==> config.mk <==
export PLATFORM = sky130hd
export DESIGN_NAME = channel_one_regs
export DESIGN_NICKNAME = d
export VERILOG_FILES = /design/src/logic/diag_regs_pkg.sv /design/src/logic/blank_filter.sv /design/src/logic/sample_holder.sv /design/src/logic/channel_one_regs.sv
export SDC_FILE = /design/constraint.sdc
export NUM_CORES = 1
export LEC_CHECK = 0
export ABC_AREA = 1
export BUFFER_PORTS_ARGS = -buffer_cell sky130_fd_sc_hd__buf_2
export CORE_MARGIN = 10
export CORE_UTILIZATION = 53
export DETAILED_ROUTE_END_ITERATION = 10
export PLACE_DENSITY = 0.73
export SLEW_MARGIN = 10
export SYNTH_ARGS = -nofsm -noshare
export SYNTH_HDL_FRONTEND = slang
export SYNTH_SLANG_ARGS = --single-unit
==> constraint.sdc <==
create_clock -name clk_i -period 3.8 [get_ports clk_i]
set_input_delay 0.57 -clock clk_i [delete_from_list [all_inputs] [get_ports clk_i]]
set_output_delay 0.57 -clock clk_i [all_outputs]
set_load 0.1 [all_outputs]
==> src/logic/diag_regs_pkg.sv <==
package diag_regs_pkg;
    // ==========================================================
    // Time base
    localparam int CLK_PERIOD_NS = 10;
    localparam int TICK_NS       = 100000;
    localparam int TICK_CYCLES   = TICK_NS / CLK_PERIOD_NS;
    localparam int TICKS_PER_MS  = 1000000 / TICK_NS;
    localparam int WINDOW_MS [8] = '{0, 2, 4, 6, 10, 20, 50, 100};
    localparam int BLANK_US  [4] = '{400, 1000, 2000, 4000};
    localparam int WINDOW_W      = 10;
    localparam int BLANK_W       = 6;

    // ==========================================================
    // Register map
    localparam logic [7:0]  OFF_LIMIT = 8'h0f;
    localparam logic [7:0]  OFF_DIAG  = 8'h10;
    localparam logic [7:0]  OFF_CUR   = 8'h11;
    localparam logic [7:0]  OFF_TEMP  = 8'h12;
    localparam logic [15:0] RST_LIMIT = 16'h0088;
    localparam logic [15:0] RST_DIAG  = 16'hc002;
    localparam logic [3:0]  TRIP_MAX_CODE = 4'hc;

    // ==========================================================
    // Field positions
    localparam int F_STEADY_LO = 0;
    localparam int F_SURGE_LO  = 4;
    localparam int F_WINDOW_LO = 8;
    localparam int B_VOLT_OFF  = 15;
    localparam int B_TEMP_OFF  = 14;
    localparam int B_CUR_OFF   = 13;
    localparam int B_GAIN      = 10;
    localparam int B_ON_OL     = 9;
    localparam int F_BLANK_LO  = 7;
    localparam int F_PULL_LO   = 5;
    localparam int B_OFF_OL    = 4;
    localparam int B_BSHORT    = 3;
    localparam int B_HOLD      = 2;
    localparam int F_EDGE_LO   = 0;
    localparam int B_FRESH     = 10;
    localparam int SAMPLE_W    = 10;
endpackage

==> src/logic/blank_filter.sv <==
`timescale 1ns/1ps
module blank_filter (
    input  wire logic       clk_i,
    input  wire logic       nrst_i,
    input  wire logic       ce_i,
    input  wire logic       tick_i,
    input  wire logic       raw_i,
    input  wire logic [1:0] blank_sel_i,
    output logic            fault_o
);
    localparam int BW = diag_regs_pkg::BLANK_W;

    // ==========================================================
    // Persistence counter
    logic [diag_regs_pkg::BLANK_W-1:0] count;
    logic [diag_regs_pkg::BLANK_W-1:0] next_count;
    logic [diag_regs_pkg::BLANK_W-1:0] limit;
    logic                              next_fault;

    // A glitch shorter than the blanking time restarts the count
    always_comb begin
        limit      = BW'(diag_regs_pkg::BLANK_US[blank_sel_i] * 1000
                     / diag_regs_pkg::TICK_NS);
        next_count = count;
        next_fault = fault_o;
        if (!raw_i) begin
            next_count = '0;
            next_fault = 1'b0;
        end else if (tick_i && count != limit) begin
            next_count = count + 1'b1;
        end
        if (raw_i && next_count == limit) begin
            next_fault = 1'b1;
        end
    end

    always_ff @(posedge clk_i or negedge nrst_i) begin
        if (!nrst_i) begin
            count   <= '0;
            fault_o <= 1'b0;
        end else if (ce_i) begin
            count   <= next_count;
            fault_o <= next_fault;
        end
    end
endmodule

==> src/logic/sample_holder.sv <==
`timescale 1ns/1ps
module sample_holder (
    input  wire logic                                clk_i,
    input  wire logic                                nrst_i,
    input  wire logic                                ce_i,
    input  wire logic                                load_i,
    input  wire logic [diag_regs_pkg::SAMPLE_W-1:0] data_i,
    input  wire logic                                read_i,
    output logic      [15:0]                        word_o
);
    // ==========================================================
    // Result and freshness
    logic [diag_regs_pkg::SAMPLE_W-1:0] value;
    logic [diag_regs_pkg::SAMPLE_W-1:0] next_value;
    logic                               fresh;
    logic                               next_fresh;

    // A conversion landing with a read keeps the flag set, so it is never lost
    always_comb begin
        next_value = value;
        next_fresh = fresh;
        if (read_i) begin
            next_fresh = 1'b0;
        end
        if (load_i) begin
            next_value = data_i;
            next_fresh = 1'b1;
        end
    end

    always_ff @(posedge clk_i or negedge nrst_i) begin
        if (!nrst_i) begin
            value <= '0;
            fresh <= 1'b0;
        end else if (ce_i) begin
            value <= next_value;
            fresh <= next_fresh;
        end
    end

    // Upper bits are hard zero
    assign word_o = {5'h00, fresh, value};
endmodule

==> src/logic/channel_one_regs.sv <==
`timescale 1ns/1ps
module channel_one_regs #(
    parameter int unsigned TICK_CYCLES = diag_regs_pkg::TICK_CYCLES
) (
    input  wire logic       clk_i,
    input  wire logic       nrst_i,
    input  wire logic       ce_i,
    input  wire logic [7:0] reg_addr_i,
    input  wire logic       reg_wr_i,
    input  wire logic       reg_rd_i,
    input  wire logic [15:0] reg_wdata_i,
    output logic      [15:0] reg_rdata_o,
    input  wire logic       chan_on_i,
    input  wire logic       chan_fault_i,
    input  wire logic       shutdown_fault_i,
    input  wire logic       switch_cmd_write_i,
    input  wire logic       cur_conv_valid_i,
    input  wire logic [9:0] cur_conv_data_i,
    input  wire logic       temp_conv_valid_i,
    input  wire logic [9:0] temp_conv_data_i,
    input  wire logic       open_load_raw_i,
    input  wire logic       batt_short_raw_i,
    output logic      [3:0] trip_level_code_o,
    output logic            trip_code_ok_o,
    output logic            surge_active_o,
    output logic            voltage_meas_off_o,
    output logic            temp_meas_off_o,
    output logic            current_meas_off_o,
    output logic            current_gain_x8_o,
    output logic            on_open_load_check_o,
    output logic      [1:0] off_pullup_strength_o,
    output logic            off_open_load_check_o,
    output logic            battery_short_check_o,
    output logic            open_load_fault_o,
    output logic            battery_short_fault_o,
    output logic            latched_off_o,
    output logic      [1:0] output_edge_rate_o
);
    localparam int TW = $clog2(TICK_CYCLES + 1);
    localparam int WW = diag_regs_pkg::WINDOW_W;

    // ==========================================================
    // 0.1 ms tick
    logic [TW-1:0] tick_cnt;
    logic [TW-1:0] next_tick_cnt;
    logic          tick;
    logic          next_tick;

    // Shared prescaler keeps the long timers narrow
    always_comb begin
        next_tick_cnt = tick_cnt + 1'b1;
        next_tick     = 1'b0;
        if (tick_cnt == TW'(TICK_CYCLES - 1)) begin
            next_tick_cnt = '0;
            next_tick     = 1'b1;
        end
    end

    always_ff @(posedge clk_i or negedge nrst_i) begin
        if (!nrst_i) begin
            tick_cnt <= '0;
            tick     <= 1'b0;
        end else if (ce_i) begin
            tick_cnt <= next_tick_cnt;
            tick     <= next_tick;
        end
    end

    // ==========================================================
    // Configuration registers
    logic [15:0] limit_cfg;
    logic [15:0] next_limit_cfg;
    logic [15:0] diag_setup;
    logic [15:0] next_diag_setup;
    logic        wr_limit;
    logic        wr_diag;
    logic        rd_cur;
    logic        rd_temp;

    // Address decode of the strobes
    assign wr_limit = reg_wr_i && reg_addr_i == diag_regs_pkg::OFF_LIMIT;
    assign wr_diag  = reg_wr_i && reg_addr_i == diag_regs_pkg::OFF_DIAG;
    assign rd_cur   = reg_rd_i && reg_addr_i == diag_regs_pkg::OFF_CUR;
    assign rd_temp  = reg_rd_i && reg_addr_i == diag_regs_pkg::OFF_TEMP;

    // Off-state checks are refused at write time, not silently dropped later
    always_comb begin
        next_limit_cfg = limit_cfg;
        next_diag_setup = diag_setup;
        if (wr_limit) begin
            next_limit_cfg = reg_wdata_i;
        end
        if (wr_diag) begin
            next_diag_setup = reg_wdata_i;
            if (chan_on_i || chan_fault_i) begin
                next_diag_setup[diag_regs_pkg::B_OFF_OL] = 1'b0;
                next_diag_setup[diag_regs_pkg::B_BSHORT] = 1'b0;
            end
        end
    end

    always_ff @(posedge clk_i or negedge nrst_i) begin
        if (!nrst_i) begin
            limit_cfg  <= diag_regs_pkg::RST_LIMIT;
            diag_setup <= diag_regs_pkg::RST_DIAG;
        end else if (ce_i) begin
            limit_cfg  <= next_limit_cfg;
            diag_setup <= next_diag_setup;
        end
    end

    // Configuration bits drive the analog side directly
    assign voltage_meas_off_o    = diag_setup[diag_regs_pkg::B_VOLT_OFF];
    assign temp_meas_off_o       = diag_setup[diag_regs_pkg::B_TEMP_OFF];
    assign current_meas_off_o    = diag_setup[diag_regs_pkg::B_CUR_OFF];
    assign current_gain_x8_o     = diag_setup[diag_regs_pkg::B_GAIN];
    assign on_open_load_check_o  = diag_setup[diag_regs_pkg::B_ON_OL];
    assign off_pullup_strength_o = diag_setup[diag_regs_pkg::F_PULL_LO +: 2];
    assign off_open_load_check_o = diag_setup[diag_regs_pkg::B_OFF_OL];
    assign battery_short_check_o = diag_setup[diag_regs_pkg::B_BSHORT];
    assign output_edge_rate_o    = diag_setup[diag_regs_pkg::F_EDGE_LO +: 2];

    // ==========================================================
    // Surge window and trip level
    logic          chan_on_q;
    logic [WW-1:0] surge_count;
    logic [WW-1:0] next_surge_count;
    logic [3:0]    next_trip_code;
    logic [2:0]    window_code;

    function automatic logic [WW-1:0] window_ticks(input logic [2:0] code);
        return WW'(diag_regs_pkg::WINDOW_MS[code] * diag_regs_pkg::TICKS_PER_MS);
    endfunction

    // Window restarts on every turn-on edge and ends early when switched off
    always_comb begin
        window_code      = limit_cfg[diag_regs_pkg::F_WINDOW_LO +: 3];
        next_surge_count = surge_count;
        if (chan_on_i && !chan_on_q) begin
            next_surge_count = window_ticks(window_code);
        end else if (!chan_on_i) begin
            next_surge_count = '0;
        end else if (tick && surge_count != '0) begin
            next_surge_count = surge_count - 1'b1;
        end
        next_trip_code = (next_surge_count != '0) ?
                         limit_cfg[diag_regs_pkg::F_SURGE_LO +: 4] :
                         limit_cfg[diag_regs_pkg::F_STEADY_LO +: 4];
    end

    always_ff @(posedge clk_i or negedge nrst_i) begin
        if (!nrst_i) begin
            chan_on_q         <= 1'b0;
            surge_count       <= '0;
            surge_active_o    <= 1'b0;
            trip_level_code_o <= 4'h0;
            trip_code_ok_o    <= 1'b0;
        end else if (ce_i) begin
            chan_on_q         <= chan_on_i;
            surge_count       <= next_surge_count;
            surge_active_o    <= next_surge_count != '0;
            trip_level_code_o <= next_trip_code;
            trip_code_ok_o    <= next_trip_code <= diag_regs_pkg::TRIP_MAX_CODE;
        end
    end

    // ==========================================================
    // Fault reaction
    logic next_latched;

    // A new shutdown beats a command write in the same cycle
    always_comb begin
        next_latched = latched_off_o;
        if (switch_cmd_write_i) begin
            next_latched = 1'b0;
        end
        if (shutdown_fault_i && diag_setup[diag_regs_pkg::B_HOLD]) begin
            next_latched = 1'b1;
        end
    end

    always_ff @(posedge clk_i or negedge nrst_i) begin
        if (!nrst_i) begin
            latched_off_o <= 1'b0;
        end else if (ce_i) begin
            latched_off_o <= next_latched;
        end
    end

    // ==========================================================
    // Blanking filters and sample holders, one per lane
    logic [1:0]  raw_bus;
    logic [1:0]  flag_bus;
    logic [1:0]  load_bus;
    logic [1:0]  read_bus;
    logic [9:0]  data_bus [2];
    logic [15:0] word_bus [2];

    assign raw_bus     = {batt_short_raw_i, open_load_raw_i};
    assign load_bus    = {temp_conv_valid_i, cur_conv_valid_i};
    assign read_bus    = {rd_temp, rd_cur};
    assign data_bus[0] = cur_conv_data_i;
    assign data_bus[1] = temp_conv_data_i;

    for (genvar gi = 0; gi < 2; gi++) begin : g_lane
        blank_filter u_blank (
            .clk_i       (clk_i),
            .nrst_i      (nrst_i),
            .ce_i        (ce_i),
            .tick_i      (tick),
            .raw_i       (raw_bus[gi]),
            .blank_sel_i (diag_setup[diag_regs_pkg::F_BLANK_LO +: 2]),
            .fault_o     (flag_bus[gi])
        );
        sample_holder u_sample (
            .clk_i  (clk_i),
            .nrst_i (nrst_i),
            .ce_i   (ce_i),
            .load_i (load_bus[gi]),
            .data_i (data_bus[gi]),
            .read_i (read_bus[gi]),
            .word_o (word_bus[gi])
        );
    end

    assign open_load_fault_o     = flag_bus[0];
    assign battery_short_fault_o = flag_bus[1];

    // ==========================================================
    // Read port
    logic [15:0] next_rdata;

    // Unmapped reads answer zero; data holds until the next read
    always_comb begin
        next_rdata = reg_rdata_o;
        if (reg_rd_i) begin
            case (reg_addr_i)
                diag_regs_pkg::OFF_LIMIT: next_rdata = limit_cfg;
                diag_regs_pkg::OFF_DIAG:  next_rdata = diag_setup;
                diag_regs_pkg::OFF_CUR:   next_rdata = word_bus[0];
                diag_regs_pkg::OFF_TEMP:  next_rdata = word_bus[1];
                default:                  next_rdata = 16'h0000;
            endcase
        end
    end

    always_ff @(posedge clk_i or negedge nrst_i) begin
        if (!nrst_i) begin
            reg_rdata_o <= 16'h0000;
        end else if (ce_i) begin
            reg_rdata_o <= next_rdata;
        end
    end
endmodule

==> results.yml <==
drt:
  ant_nets: 0
  route.detailed.drc: 0
  vias: 6876
  routed_wl_um: 19800
  first_pass_iters: 5
  wl_per_cell_um: 15.6
  viasPerCell: 5.43
  drt_iter0_drc: 484
power:
  power_w: 0.00380
  p_sw_w: 0.00114
  combPwrFrac: 0.192
  ir_drop_mv: 0.478
  powerDensity_mw_per_mm2: 416
  seq_power_share: 0.370
  clkPwrFrac: 0.437
  leakage_nw: 4.56
  internal_power_w: 0.00266
  switching_share: 0.300
synthesis:
  synthArstFlopShare: 1.00
  synth_edf_count: 0
  synth_seq_area_share: 0.400
  synth-seq-cells: 117
  yosysWarningCount: 0
  netlist_instances: 962
  synth_cell_types: 47
  syn_nets: 1049
  synth_area_mm2: 0.00734
  avgSynthCellArea_um2: 7.63
  synthFlopType: "dfrtp_1"
floorplanning:
  rows: 42
  core-area_mm2: 0.0134
  die_x_um: 138
  die_area_mm2: 0.0190
  io_pins: 93
  initial_core_util: 0.548
  die-height_um: 138
placed_design:
  placed_area_mm2: 0.00810
  port_buffers: 92
  hpwlAfterDp_um: 14100
  gp_congestion: 0.948
setup_path:
  worstPathRequired_ns: 4.14
  crit_fanout: 7
  critPathArrivalTime_ns: 4.14
  critical_path_class: "flip-flop to flip-flop"
  cpMaxStageDelayCell: "dfrtp_2"
  cp-startpoint: "diag_setup[7]$_DFFE_PN0P_"
  cp-end-kind: "flip-flop"
  max_stage_delay_ns: 0.45
  cp-start-kind: "flip-flop"
  r2r-start: "diag_setup[7]$_DFFE_PN0P_"
sta:
  worst_pin_slew_ns: 0.964
  fin_setup_tns_ns: 0
  skew_ns: 0.0105
  setup_viol: 0
  rsz0062_at_grt: "yes"
  min_period_ns: 3.80
  slew_headroom: 0.356
  finalCritPeriodShare: 0.999
  slew_viol_final: 0
  fmax_ghz: 0.263
  hold_violations: 0
clock_network:
  holdBufCountCts: 0
  cts_tree: "done"
  clk_pin_slew_worst_paths_ns: 0.06
  clock-sinks: 117
  cts-root-buf: "clkbuf_16"
  clockBufferDepth: 2
  cts_buffers: 17
  insertion_delay_ns: 0.42
  htree_levels: 4
finish:
  drive_gt1_frac: 0.262
  final_nets: 1163
  area_growth_pct: 24.6
  design_area_mm2: 0.00915
global_routing:
  grtUsageTotal: 0.206
  grt-busiest-layer: "met2"
  grtUsageMet2: 0.335
  grtUsageMet3: 0.0517
  grt_pass1_vias: 6742
  grt_pass1_wl_um: 31500
  use_met1: 0.257
  antenna_found_initial: 0
  grt_max_degree: 63
  globalRoute.totalOverflow: 0
hold_path:
  min_path_type: "primary input to async pin"
run_status:
  outcome: "completed"
job:
  maxCapViolCount: 0
[path summary, 6_finish.rpt]
check	end	slack (ns)	depth (start not counted)
max in group asynchronous	diag_setup[14]$_DFFE_PN1P_	2.76	2
worst min-delay path	g_lane[0].u_blank.count[4]$_DFFE_PN0P_	0.20	1
worst max-delay path	g_lane[1].u_blank.fault_o$_DFFE_PN0P_	0.003	33
worst max register to register	g_lane[1].u_blank.fault_o$_DFFE_PN0P_	0.003	33
min in group clk_i	g_lane[0].u_sample.value[4]$_DFFE_PN0P_	0.38	2
worst min register to register	reg_rdata_o[9]$_DFFE_PN0P_	0.48	2
[logic make-up (layout without fill, tap and decap cells)]
group / Yosys count / in the layout / share of synthesized area
adder cells (fa/ha/maj): 30 / 30 / 0.0521
multiplexers: 26 / 26 / 0.0395
AO/OA/AOI/OAI: 138 / 138 / 0.104
other: 0 / 1 / 0
XOR/XNOR: 31 / 31 / 0.0380
buffers and inverters: 176 / 303 / 0.0942
AND/OR/NAND/NOR: 444 / 444 / 0.273
flip-flops: 117 / 117 / 0.400
[flip-flops by register name, summed over array words and instances, names as in the netlist]
register and count:
g_lane.u_sample.fresh 2, trip_code_ok_o 1, tick 1, surge_count 10, limit_cfg 16, g_lane.u_blank.count 12
surge_active_o 1, reg_rdata_o 16, chan_on_q 1, g_lane.u_blank.fault_o 2, latched_off_o 1, diag_setup 16
tick_cnt 14, trip_level_code_o 4, g_lane.u_sample.value 20
[cell type report]
| cell class | instances | area (um2) |
|---|---|---|
| antenna | 1 | 2.50 |
| fill | 1099 | 4250 |
| inverter | 137 | 522 |
| timing repair buffer | 134 | 813 |
| multi-input combinational | 669 | 4040 |
| tap | 176 | 220 |
| sequential | 117 | 2940 |
| clock inverter | 13 | 171 |
| clock buffer | 19 | 443 |
[worst max-delay path, delay by kind of cell (launching register included)]
family | cells | cell delay, ns
flip-flops | 1 | 0.45
adder cells (fa/ha/maj) | 2 | 0.43
buffers and inverters | 4 | 0.47
AO/OA/AOI/OAI | 1 | 0.13
AND/OR/NAND/NOR | 26 | 2.24
[cells in the mapped netlist (all sizes together) (2+ instances only)]
master    n  area share
o21ai    76       0.052
nor2     63       0.034
a32o      2      0.0027
inv     137       0.070
nor3     16       0.011
a221oi    4      0.0048
o211ai    3      0.0031
a31oi     2      0.0017
dfrtp   112        0.38
clkbuf   27       0.014
or2       4      0.0034
a21oi    33       0.023
xor2     25       0.031
a211oi    2      0.0020
ha       29       0.049
mux2i     2      0.0027
dfstp     5       0.018
buf      12       0.010
nor4      9      0.0077
a22oi     2      0.0020
nand2   229        0.12
mux2     24       0.037
nand4    25       0.022
o22ai    11      0.0094
nand3    96       0.071
xnor2     6      0.0072
[power by group through the flow]
| stage | Combinational, W | Clock (W) | Sequential [W] |
|---|---|---|---|
| after floorplan | 0.000399 | 0 | 0.00148 |
| after global placement | 0.000642 | 0 | 0.00142 |
| after detailed placement | 0.000649 | 0 | 0.00143 |
| after CTS | 0.000684 | 0.00168 | 0.00141 |
| after global routing | 0.000810 | 0.00174 | 0.00142 |
| final | 0.000731 | 0.00166 | 0.00141 |
[metal layers]
metal  share of wire  vias to the layer above
li1                -                     3388
met1            0.43                     3225
met2            0.48                      216
met3           0.057                       47
met4           0.026                        0
met5               0                        -
[what timing repair did]
item	in CTS	in global routing
endpoints found under the setup margin	2	13
gates resized for setup	16	70
pin swaps	7	37
setup buffers	5	7
[cell usage in the layout (no fill, tap or decap), types with 4 or more instances in the layout]
master	instances
a21oi_1	30
a221oi_1	4
buf_2	91
buf_4	36
buf_6	6
clkbuf_16	17
clkinvlp_4	4
dfrtp_1	110
dfstp_2	5
ha_1	20
ha_4	7
inv_1	122
inv_2	12
mux2_2	24
nand2_1	208
nand2_2	10
nand2_4	10
nand3_1	71
nand3_2	22
nand4_1	24
nor2_1	54
nor2_2	8
nor3_1	15
nor4_1	9
o21ai_0	72
o22ai_1	11
xnor2_1	6
xor2_1	24
[stage by stage]
| step | instances | util | worst slack (ns) | hold slack (ns) |
|---|---|---|---|---|
| finish | 1266 | 0.683 | 0.00282 | 0.203 |
| global route | 1265 | 0.682 | -0.226 | 0.260 |
| CTS | 1259 | 0.658 | 0.00196 | 0.226 |
| detailed placement | 1222 | 0.604 | -0.115 | 0.459 |
| global placement | 1222 | 0.604 | -0.0173 | 0.455 |
| floorplan | 962 | - | 0.251 | 0.274 |
No activity file was read; power rests on OpenSTA's default activity.
